File: src/design/ltf_pkg.sv
// Shared constants and types for the time code framer
package ltf_pkg;

    // Clock and line rate
    localparam int CLK_HZ         = 40_000_000;
    localparam int WORD_BITS      = 80;
    localparam int HALVES_PER_BIT = 2;
    localparam int FPS_24         = 24;
    localparam int FPS_25         = 25;
    localparam int FPS_30         = 30;
    localparam int HALF_DIV_24    = CLK_HZ / (FPS_24 * WORD_BITS * HALVES_PER_BIT);
    localparam int HALF_DIV_25    = CLK_HZ / (FPS_25 * WORD_BITS * HALVES_PER_BIT);
    localparam int HALF_DIV_30    = CLK_HZ / (FPS_30 * WORD_BITS * HALVES_PER_BIT);
    localparam int DIV_W          = 14;

    // Word layout
    localparam int              GROUP_W   = 4;
    localparam int              HALF_GRP  = 8;
    localparam int              SYNC_POS  = 64;
    localparam int              SYNC_W    = 16;
    localparam int              ONES_LO   = 2;
    localparam int              ONES_LEN  = 12;
    localparam logic [15:0]     SYNC_WORD = 16'hbffc;
    localparam logic [6:0]      LAST_BIT  = 7'h4f;
    localparam logic [6:0]      BIT_ONE   = 7'h01;
    localparam logic [3:0]      SKIP_FLAG = 4'h4;

    // Counting limits, packed BCD
    localparam logic [3:0] DIGIT_MAX   = 4'h9;
    localparam logic [3:0] DIGIT_ONE   = 4'h1;
    localparam logic [3:0] DROP_FIRST  = 4'h2;
    localparam logic [7:0] FRM_LAST_24 = 8'h23;
    localparam logic [7:0] FRM_LAST_25 = 8'h24;
    localparam logic [7:0] FRM_LAST_30 = 8'h29;
    localparam logic [7:0] SEC_LAST    = 8'h59;
    localparam logic [7:0] MIN_LAST    = 8'h59;
    localparam logic [7:0] HR_LAST     = 8'h23;

    typedef enum logic [1:0] {FMT_24, FMT_25, FMT_30, FMT_30_SKIP} ltf_fmt_t;

    typedef struct packed {
        logic [3:0] hr_t;
        logic [3:0] hr_u;
        logic [3:0] min_t;
        logic [3:0] min_u;
        logic [3:0] sec_t;
        logic [3:0] sec_u;
        logic [3:0] frm_t;
        logic [3:0] frm_u;
    } ltf_time_t;

    // Highest frame number for a format
    function automatic logic [7:0] frm_last(input ltf_fmt_t f);
        unique case (f)
            FMT_24:      return FRM_LAST_24;
            FMT_25:      return FRM_LAST_25;
            FMT_30:      return FRM_LAST_30;
            FMT_30_SKIP: return FRM_LAST_30;
        endcase
    endfunction

endpackage

File: src/design/ltf_time_counter.sv
// Time address counter with 24, 25, 30 and skip-count formats
`timescale 1ns/1ps
module ltf_time_counter
(
    input  wire logic              clk_sys_in,
    input  wire logic              rst_n_in,
    input  wire ltf_pkg::ltf_fmt_t fmt_in,
    input  wire logic              load_in,
    input  wire ltf_pkg::ltf_time_t preset_in,
    input  wire logic              step_in,
    output ltf_pkg::ltf_time_t     time_out
);

    ltf_pkg::ltf_time_t cur;
    ltf_pkg::ltf_time_t next_cur;
    logic               f_wrap;
    logic               s_wrap;
    logic               m_wrap;

    // BCD pair step with wrap to zero after last
    function automatic logic [7:0] inc_pair(input logic [3:0] t, input logic [3:0] u,
                                            input logic [7:0] last);
        if ({t, u} == last)
            return '0;
        else if (u == ltf_pkg::DIGIT_MAX)
            return {t + ltf_pkg::DIGIT_ONE, 4'h0};
        else
            return {t, u + ltf_pkg::DIGIT_ONE};
    endfunction

    always_comb
    begin
        next_cur = cur;
        f_wrap   = {cur.frm_t, cur.frm_u} == ltf_pkg::frm_last(fmt_in);
        s_wrap   = {cur.sec_t, cur.sec_u} == ltf_pkg::SEC_LAST;
        m_wrap   = {cur.min_t, cur.min_u} == ltf_pkg::MIN_LAST;
        if (load_in)
            next_cur = preset_in;
        else if (step_in)
        begin
            {next_cur.frm_t, next_cur.frm_u} =
                inc_pair(cur.frm_t, cur.frm_u, ltf_pkg::frm_last(fmt_in));
            if (f_wrap)
                {next_cur.sec_t, next_cur.sec_u} =
                    inc_pair(cur.sec_t, cur.sec_u, ltf_pkg::SEC_LAST);
            if (f_wrap && s_wrap)
                {next_cur.min_t, next_cur.min_u} =
                    inc_pair(cur.min_t, cur.min_u, ltf_pkg::MIN_LAST);
            if (f_wrap && s_wrap && m_wrap)
                {next_cur.hr_t, next_cur.hr_u} =
                    inc_pair(cur.hr_t, cur.hr_u, ltf_pkg::HR_LAST);
            // Skip frames 0 and 1 except every tenth minute
            if (fmt_in == ltf_pkg::FMT_30_SKIP && f_wrap && s_wrap && next_cur.min_u != '0)
                next_cur.frm_u = ltf_pkg::DROP_FIRST;
        end
    end

    always_ff @(posedge clk_sys_in or negedge rst_n_in)
    begin
        if (!rst_n_in)
            cur <= '0;
        else
            cur <= next_cur;
    end

    assign time_out = cur;
endmodule

File: src/design/ltf_biphase_enc.sv
// Biphase line encoder driven by half-cell ticks
`timescale 1ns/1ps
module ltf_biphase_enc
(
    input  wire logic clk_sys_in,
    input  wire logic rst_n_in,
    input  wire logic half_tick_in,
    input  wire logic cell_start_in,
    input  wire logic bit_in,
    output logic      line_out
);

    logic line;
    logic next_line;

    always_comb
    begin
        next_line = line;
        if (half_tick_in && cell_start_in)
            next_line = !line;
        else if (half_tick_in && bit_in)
            next_line = !line;
    end

    always_ff @(posedge clk_sys_in or negedge rst_n_in)
    begin
        if (!rst_n_in)
            line <= 1'b0;
        else
            line <= next_line;
    end

    assign line_out = line;
endmodule

File: src/design/ltf_framer.sv
// Longitudinal time code framer: word assembly, bit timing, line output
`timescale 1ns/1ps
module ltf_framer
#(
    parameter int HALF_DIV_24 = ltf_pkg::HALF_DIV_24,
    parameter int HALF_DIV_25 = ltf_pkg::HALF_DIV_25,
    parameter int HALF_DIV_30 = ltf_pkg::HALF_DIV_30
)
(
    input  wire logic               clk_sys_in,
    input  wire logic               rst_n_in,
    input  wire logic               run_in,
    input  wire ltf_pkg::ltf_fmt_t  fmt_in,
    input  wire logic               load_in,
    input  wire ltf_pkg::ltf_time_t preset_in,
    input  wire logic [31:0]        user_bits_in,
    output logic                    longitudinal_code_out,
    output ltf_pkg::ltf_time_t      time_out,
    output logic                    word_start_out,
    output logic                    running_out
);

    typedef enum logic {ST_IDLE, ST_RUN} ltf_state_t;

    ltf_state_t                    state;
    ltf_state_t                    next_state;
    logic [ltf_pkg::DIV_W-1:0]     div_cnt;
    logic [ltf_pkg::DIV_W-1:0]     next_div_cnt;
    logic [ltf_pkg::DIV_W-1:0]     div_last;
    logic                          phase;
    logic                          next_phase;
    logic [6:0]                    bit_idx;
    logic [6:0]                    next_bit_idx;
    logic [79:0]                   word;
    logic [79:0]                   next_word;
    ltf_pkg::ltf_time_t            word_time;
    ltf_pkg::ltf_time_t            next_word_time;
    logic                          word_start;
    logic                          next_word_start;
    ltf_pkg::ltf_time_t            cnt_time;
    logic                          half_tick;
    logic                          cell_start;
    logic                          cell_end;
    logic                          word_end;
    logic                          step;

    ////////////////////////////////////////////////////////////////////////////
    // Word packing: time nibble and user nibble alternate, sync on top
    function automatic logic [79:0] pack_word(input ltf_pkg::ltf_time_t t,
                                              input logic [31:0] ub,
                                              input logic skip);
        logic [31:0] tv;
        logic [79:0] w;
        tv = t;
        if (skip)
            tv[ltf_pkg::GROUP_W +: ltf_pkg::GROUP_W] =
                t.frm_t | ltf_pkg::SKIP_FLAG;
        w = '0;
        for (int i = 0; i < ltf_pkg::HALF_GRP; i++)
        begin
            w[2*i*ltf_pkg::GROUP_W +: ltf_pkg::GROUP_W] =
                tv[i*ltf_pkg::GROUP_W +: ltf_pkg::GROUP_W];
            w[(2*i+1)*ltf_pkg::GROUP_W +: ltf_pkg::GROUP_W] =
                ub[i*ltf_pkg::GROUP_W +: ltf_pkg::GROUP_W];
        end
        w[ltf_pkg::SYNC_POS +: ltf_pkg::SYNC_W] = ltf_pkg::SYNC_WORD;
        return w;
    endfunction

    ////////////////////////////////////////////////////////////////////////////
    // Half-cell divider, rate follows format
    always_comb
    begin
        unique case (fmt_in)
            ltf_pkg::FMT_24:      div_last = ltf_pkg::DIV_W'(HALF_DIV_24 - 1);
            ltf_pkg::FMT_25:      div_last = ltf_pkg::DIV_W'(HALF_DIV_25 - 1);
            ltf_pkg::FMT_30:      div_last = ltf_pkg::DIV_W'(HALF_DIV_30 - 1);
            ltf_pkg::FMT_30_SKIP: div_last = ltf_pkg::DIV_W'(HALF_DIV_30 - 1);
        endcase
    end

    assign half_tick  = (state == ST_RUN) && (div_cnt >= div_last);
    assign cell_start = half_tick && !phase;
    assign cell_end   = half_tick && phase;
    assign word_end   = cell_end && (bit_idx == ltf_pkg::LAST_BIT);
    // Advance time during the last cell so the next word sees it
    assign step       = cell_start && (bit_idx == ltf_pkg::LAST_BIT);

    ////////////////////////////////////////////////////////////////////////////
    // Sequencing of cells and words
    always_comb
    begin
        next_state      = state;
        next_div_cnt    = div_cnt;
        next_phase      = phase;
        next_bit_idx    = bit_idx;
        next_word       = word;
        next_word_time  = word_time;
        next_word_start = 1'b0;
        unique case (state)
            ST_IDLE:
            begin
                if (run_in)
                begin
                    next_state      = ST_RUN;
                    next_div_cnt    = '0;
                    next_phase      = 1'b0;
                    next_bit_idx    = '0;
                    next_word       = pack_word(cnt_time, user_bits_in,
                                                fmt_in == ltf_pkg::FMT_30_SKIP);
                    next_word_time  = cnt_time;
                    next_word_start = 1'b1;
                end
            end
            ST_RUN:
            begin
                next_div_cnt = half_tick ? '0 : div_cnt + ltf_pkg::DIV_W'(1);
                if (half_tick)
                    next_phase = !phase;
                if (cell_end)
                    next_bit_idx = bit_idx + ltf_pkg::BIT_ONE;
                if (word_end)
                begin
                    next_bit_idx = '0;
                    if (run_in)
                    begin
                        // Next word follows with no gap
                        next_word       = pack_word(cnt_time, user_bits_in,
                                                    fmt_in == ltf_pkg::FMT_30_SKIP);
                        next_word_time  = cnt_time;
                        next_word_start = 1'b1;
                    end
                    else
                        next_state = ST_IDLE;
                end
            end
        endcase
    end

    always_ff @(posedge clk_sys_in or negedge rst_n_in)
    begin
        if (!rst_n_in)
        begin
            state      <= ST_IDLE;
            div_cnt    <= '0;
            phase      <= 1'b0;
            bit_idx    <= '0;
            word       <= '0;
            word_time  <= '0;
            word_start <= 1'b0;
        end
        else
        begin
            state      <= next_state;
            div_cnt    <= next_div_cnt;
            phase      <= next_phase;
            bit_idx    <= next_bit_idx;
            word       <= next_word;
            word_time  <= next_word_time;
            word_start <= next_word_start;
        end
    end

    ////////////////////////////////////////////////////////////////////////////
    // Submodules
    ltf_time_counter u_counter
    (
        .clk_sys_in (clk_sys_in),
        .rst_n_in   (rst_n_in),
        .fmt_in     (fmt_in),
        .load_in    (load_in),
        .preset_in  (preset_in),
        .step_in    (step),
        .time_out   (cnt_time)
    );

    ltf_biphase_enc u_enc
    (
        .clk_sys_in    (clk_sys_in),
        .rst_n_in      (rst_n_in),
        .half_tick_in  (half_tick),
        .cell_start_in (cell_start),
        .bit_in        (word[bit_idx]),
        .line_out      (longitudinal_code_out)
    );

    assign time_out       = word_time;
    assign word_start_out = word_start;
    assign running_out    = (state == ST_RUN);

    ////////////////////////////////////////////////////////////////////////////
    // Checks
    logic [6:0] cells_seen;
    logic [6:0] next_cells_seen;

    always_comb
    begin
        next_cells_seen = cells_seen;
        if (word_start)
            next_cells_seen = '0;
        else if (cell_end)
            next_cells_seen = cells_seen + ltf_pkg::BIT_ONE;
    end

    always_ff @(posedge clk_sys_in or negedge rst_n_in)
    begin
        if (!rst_n_in)
            cells_seen <= '0;
        else
            cells_seen <= next_cells_seen;
    end
endmodule

File: config.mk
export PLATFORM = sky130hd
export DESIGN_NAME = ltf_framer
export DESIGN_NICKNAME = d
export VERILOG_FILES = /design/src/design/ltf_pkg.sv /design/src/design/ltf_time_counter.sv /design/src/design/ltf_biphase_enc.sv /design/src/design/ltf_framer.sv
export SDC_FILE = /design/constraint.sdc
export NUM_CORES = 1
export LEC_CHECK = 0
export BUFFER_PORTS_ARGS = -buffer_cell sky130_fd_sc_hd__buf_2
export CORE_ASPECT_RATIO = 0.9
export CORE_MARGIN = 2
export CORE_UTILIZATION = 28
export CTS_CLUSTER_DIAMETER = 120
export DETAILED_ROUTE_END_ITERATION = 16
export SLEW_MARGIN = 5
export SYNTH_ARGS = -nofsm -noshare
export SYNTH_HDL_FRONTEND = slang
export SYNTH_SLANG_ARGS = --single-unit
File: constraint.sdc
create_clock -name clk_sys_in -period 7.37 [get_ports clk_sys_in]
set_input_delay 0.737 -clock clk_sys_in [delete_from_list [all_inputs] [get_ports clk_sys_in]]
set_output_delay 0.737 -clock clk_sys_in [all_outputs]
set_load 0.1 [all_outputs]
== Word level (Yosys, flattened, before mapping) ==
Cells that the tools add are included.
Cells by class
  add/sub/neg operators: 10
  $mul: 0
  div/mod/pow operators: 0
  magnitude comparators: 2
  equal/unequal tests: 17
  shift operators: 0
  mux-type cells: 46
  bitwise operators: 1
  reductions and logical operators: 34
Operator list (count)
  $mux 80: 2
  $pmux 80 s2: 1
  $mux 32: 4
  $mux 8: 15
  $pmux 32 s2: 1
  $pmux 14 s3: 1
  $add 4x1->4 const B: 8
  $mux 14: 2
  $pmux 14 s2: 1
  $pmux 8 s3: 1
  $mux 7: 3
  $eq 4x4->1 const B: 4
  $eq 8x7->1 const B: 2
  $eq 8x8->1: 2
  $add 14x1->14 const B: 1
  $ge 14x14->1: 1
  $pmux 7 s2: 1
  $logic_and 1x1->1: 12
  $reduce_bool 3->1: 4
  $reduce_and 2->1: 5
  $reduce_bool 2->1: 5
  $reduce_and 3->1: 3
  $eq 8x6->1 const B: 1
  $lt 7x8->1 const B: 1
  17 further kinds: 29
Word-level totals
  bits in registers: 169
  latch bits: 0
  RAM bits: 0
  ROM bits: 0
  bits of input ports: 70
  output and inout port bits: 35
  logic and storage cells: 133
  memories: 0

== Logic depth before layout (Yosys ltp) ==
  depth after elaboration: 14
  gate-level depth with buffers: 12
  depth with buffers taken out: 10

== Cells and area by module ==
A second synthesis with hierarchy kept.
Second synthesis, totals
  cell total of the unflattened synthesis: 653
  area total of the unflattened synthesis: 7145.6 µm²
By module, submodules not included
  ltf_framer: instances 1, cells each 388, area an instance 4895.9 µm², sequential area each 2252.2 µm²
  ltf_time_counter: instances 1, cells each 262, area an instance 2207.1 µm², sequential area each 800.8 µm²
  ltf_biphase_enc: instances 1, cells each 3, area an instance 42.5 µm², sequential area each 25.0 µm²

== Worst setup path after synthesis ==
OpenSTA, ideal clock, no wires.
  kind: input -> register
  start point: in fmt_in[0]
  end point: reg word_time (netlist bit time_out[2])
  setup time: 125 ps
  arrival time: 3254 ps
  data required time: 7245 ps
  setup slack: 3991 ps
  stages: 11
  path buffers: 2
  cells stage by stage: nor2b_1 > inv_1 > ha_1 > and2_0 > a221o_1 > a22oi_4 > a21oi_1 > o21ai_1 > buf_2 > buf_2 > mux2_2
On the way
  cells in the longest elaborated chain, start to end: 8
  elaborated cells between the ends (all ways): 11
  classes of those cells: 1 x order compare; 4 x eq/ne; 1 x mux; 5 x reduce/logical
RTL lines
  start, declared: RTL line ltf_framer.sv:13  | input wire ltf_pkg::ltf_fmt_t fmt_in,
  $eq 2x2->1 (on tied branches)
  $reduce_or 2->1 (no source line)
  $pmux 14 s3 *: RTL line ltf_framer.sv:74  | unique case (fmt_in)
  $ge 14x14->1 *: RTL line ltf_framer.sv:82  | assign half_tick = (state == ST_RUN) && (div_cnt >= div_last);
  $logic_and 1x1->1 *: RTL line ltf_framer.sv:82
  $logic_and 1x1->1 *: RTL line ltf_framer.sv:84  | assign cell_end = half_tick && phase;
  $logic_and 1x1->1 *: RTL line ltf_framer.sv:85  | assign word_end = cell_end && (bit_idx == ltf_pkg::LAST_BIT);
  $ne 2x1->1 (no source line) *
  end signal, assigned: RTL line ltf_framer.sv:159  | word_time <= next_word_time;
  end, declared: RTL line ltf_framer.sv:36  | ltf_pkg::ltf_time_t word_time;
Mark *: on every way between the ends. The rest lies on a longest branch, timed or not. The select of a mux whose other input is x is not followed.
A chain may end at the register's enable or synchronous reset.

== Worst setup path in the final report ==
  start point: in fmt_in[0]
  end point: reg word[14]
On the way
  cells in the longest elaborated chain, start to end: 8
  elaborated cells between the ends (all ways): 11
  classes of those cells: 1 x order compare; 4 x eq/ne; 1 x mux; 5 x reduce/logical
RTL lines
  $eq 2x2->1 (on tied branches)
  $reduce_or 2->1 (no source line)
  $pmux 14 s3 *: RTL line ltf_framer.sv:74
  $ge 14x14->1 *: RTL line ltf_framer.sv:82
  $logic_and 1x1->1 *: RTL line ltf_framer.sv:82
  $logic_and 1x1->1 *: RTL line ltf_framer.sv:84
  $logic_and 1x1->1 *: RTL line ltf_framer.sv:85
  $ne 2x1->1 (no source line) *
  end signal, assigned: RTL line ltf_framer.sv:158  | word <= next_word;
  end, declared: RTL line ltf_framer.sv:34  | logic [79:0] word;
Marks and branches as above.

==> results.py <==
metrics = {
    "global_route": {
        "overflow": 0,
        "grt_max_degree": 79,
        "grt_pass1_vias": 5250,
        "grt_first_pass_wirelength_um": 28800,
        "antenna_found_initial": 0,
        "grt_use_total": 0.141,
    },
    "critical_path": {
        "max_stage_delay_ps": 620,
        "r2r_setup_slack_ps": 3660,
        "crit_path_end_kind": "flop",
        "r2r-end": "word[14]$_DFFE_PN0P_",
        "worstPathRequired_ps": 7680,
        "cp_slowest_cell": "buf_4",
        "critPathLaunchType": "input pin",
        "critPathKind": "input pin to flop",
        "crit_family": "compound AO/OA/AOI/OAI gates",
        "arrival_ps": 4260,
        "r2r_cells": 8,
        "crit_fanout": 57,
        "cp_cell_sequence": "buf_2 > nor2b_1 > inv_1 > ha_1 > and2_0 > a221o_1 > a22oi_4 > a21oi_1 > o21ai_4 > buf_4 > mux2_2",
        "reg2reg_from": "div_cnt[7]$_DFFE_PN0P_",
        "cp.buffers_inverters": 3,
    },
    "detailed_routing": {
        "drt-total-wl_um": 17800,
        "drt-met1-wl_um": 8500,
        "wl_per_cell_um": 16.0,
        "top_layer_used": "met4",
        "viasPerCell": 4.78,
        "vias": 5298,
        "route.met2.wl_um": 7940,
        "dr.pass1.iters": 4,
        "drc": 0,
        "wl_met3_um": 937,
        "ant_nets": 0,
        "initialDrtViolationCount": 318,
    },
    "timing": {
        "hold_viol": 0,
        "setup_viol": 0,
        "tightest_slew_ps": 990,
        "slew_viol_final": 0,
        "skew_ps": 7.89,
        "fmax_mhz": 253,
        "fin_ws_ps": 3420,
        "rsz0062_at_grt": "false",
        "period_minus_slack_ps": 3950,
        "setup-tns-final_ps": 0,
        "relSlewSlack": 0.340,
        "period_share": 0.537,
    },
    "power": {
        "power.density_mw_per_mm2": 202,
        "p_leak_nw": 3.82,
        "totalPowerFinal_w": 0.00167,
        "vdd_drop_max_mv": 0.149,
    },
    "synthesis": {
        "syn-cell-area_mm2": 0.00705,
        "syn_nets": 785,
        "synth_top_flop_cell": "dfrtp_1",
        "ys_ff_latch": 123,
        "ys_seq_area_frac": 0.436,
        "synth_cell_types": 69,
        "synthArstFlopShare": 1.00,
        "synth_edf_count": 0,
        "syn_area_per_cell_um2": 10.2,
        "synth_warnings": 0,
        "synth_cells": 689,
    },
    "floorplan": {
        "die_w_um": 171,
        "io_pins": 105,
        "dieArea_mm2": 0.0265,
        "die_h_um": 155,
        "core_area_mm2": 0.0250,
        "initial_core_util": 0.282,
        "fp-row-count": 55,
    },
    "cells_and_area": {
        "antenna_cells": 0,
        "fillers": 2521,
        "multi_input_area_mm2": 0.00352,
        "fin_nets": 849,
        "regArea_mm2": 0.00308,
        "final_area_mm2": 0.00828,
        "post-route-util": 0.331,
        "layout-drive-gt1-share": 0.294,
        "syn_to_final_growth_pct": 17.4,
    },
    "cts": {
        "clk_path_buf_depth": 2,
        "clk_pin_slew_ps": 60,
        "clock_sinks": 123,
        "cts_buffers": 17,
        "cts_hold_buf": 0,
        "post_cts_resized": 0,
        "root_buffer": "clkbuf_16",
        "insertion_delay_ps": 420,
        "post_cts_buffers": 0,
        "cts_tree": "done",
        "h-tree-depth": 4,
    },
    "outcome": {
        "outcome": "completed",
    },
    "min_path": {
        "hold_path.class": "input pin to asynchronous set/reset pin",
    },
    "place": {
        "portBuffers": 104,
        "place_area_mm2": 0.00768,
        "place_ws_ps": 2970,
        "dp_hpwl_um": 13100,
        "gp_congestion": 0.798,
    },
    "run": {
        "cap_violations": 0,
    },
}
[final cells by class]
| class | count | share of cell area |
|---|---|---|
| clock inverters | 11 | 0.0174 |
| flip-flops and latches | 123 | 0.372 |
| multi-input cells | 476 | 0.425 |
| repair buffers | 108 | 0.0668 |
| well taps | 342 | 0.0517 |
| inverters | 27 | 0.0122 |
| clock buffers | 21 | 0.0556 |
[cells in the mapped netlist, types with 6 or more instances]
master | count | area (um2)
inv_1 | 27 | 101
a31oi_1 | 6 | 37.5
mux2_2 | 56 | 631
mux4_2 | 14 | 315
nand2_1 | 76 | 285
and3_1 | 8 | 50.1
buf_4 | 31 | 233
buf_2 | 8 | 40.0
mux2i_1 | 11 | 110
ha_1 | 26 | 325
nor3_1 | 12 | 60.1
dfrtp_1 | 123 | 3080
nor2_1 | 38 | 143
nor2b_1 | 14 | 87.6
clkbuf_1 | 21 | 78.8
nand4_1 | 7 | 43.8
nor3b_1 | 6 | 45.0
a21oi_1 | 23 | 115
o31ai_1 | 6 | 45.0
o21ai_0 | 61 | 305
nand3_1 | 25 | 125
[registers in the layout, summed over array words and instances, names as in the netlist]
register / flops
div_cnt: 14
word: 42
time_out: 24
bit_idx: 7
word_start_out: 1
phase: 1
u_enc.line_out: 1
running_out: 1
u_counter.time_out: 32
[cell families (layout without fill, tap and decap cells)]
family / Yosys count / in the layout / share of synthesized area
xor+xnor: 2 / 2 / 0.00248
compound gates: 143 / 143 / 0.137
fa+ha+maj: 26 / 26 / 0.0461
buf+inv: 90 / 167 / 0.0669
simple gates: 223 / 223 / 0.160
flops: 123 / 123 / 0.436
mux: 82 / 82 / 0.151
[cell usage in the layout, fill, tap and decap left out, drive strengths merged, types with 6 or more instances in the layout]
master  count
dfrtp     123
buf       108
nand2      76
o21ai      64
mux2       57
nor2       38
inv        27
ha         26
nand3      25
a21oi      23
clkbuf     21
nor2b      14
mux4       14
nor3       12
mux2i      11
and3        8
nand4       7
nor3b       6
a31oi       6
o31ai       6
[worst max-delay path by stage]
stage          depth (start not counted)                        to  startpoint
6_report                              11      word[14]$_DFFE_PN0P_   fmt_in[0]
5_1_grt                               11  time_out[18]$_DFFE_PN0P_   fmt_in[0]
4_1_cts                               11      word[14]$_DFFE_PN0P_   fmt_in[0]
3_5_place_dp                          11      word[14]$_DFFE_PN0P_   fmt_in[0]
3_3_place_gp                          11   time_out[6]$_DFFE_PN0P_   fmt_in[0]
2_1_floorplan                         11   time_out[2]$_DFFE_PN0P_   fmt_in[0]
[report_power, final]
part / leakage (nW) / total, W / internal [W] / switching [W]
clock: 0.285 / 0.000853 / 0.000547 / 0.000305
sequential: 1.63 / 0.000717 / 0.000692 / 0.0000252
combinational: 1.91 / 0.000103 / 0.0000448 / 0.0000586
total: 3.82 / 0.00167 / 0.00128 / 0.000389
[metrics by stage]
stage	std cells	hold slack, ps
final	1108	316
after floorplan	689	427
after detailed placement	1076	458
after CTS	1108	329
after global routing	1108	352
after global placement	1076	444
[metal layers]
metal	vias to the layer above	track usage
met5	-	0
met4	0	0.0577
met3	23	0.0392
met2	106	0.210
met1	2571	0.193
li1	2598	-
Power figures use the tool's default switching activity.
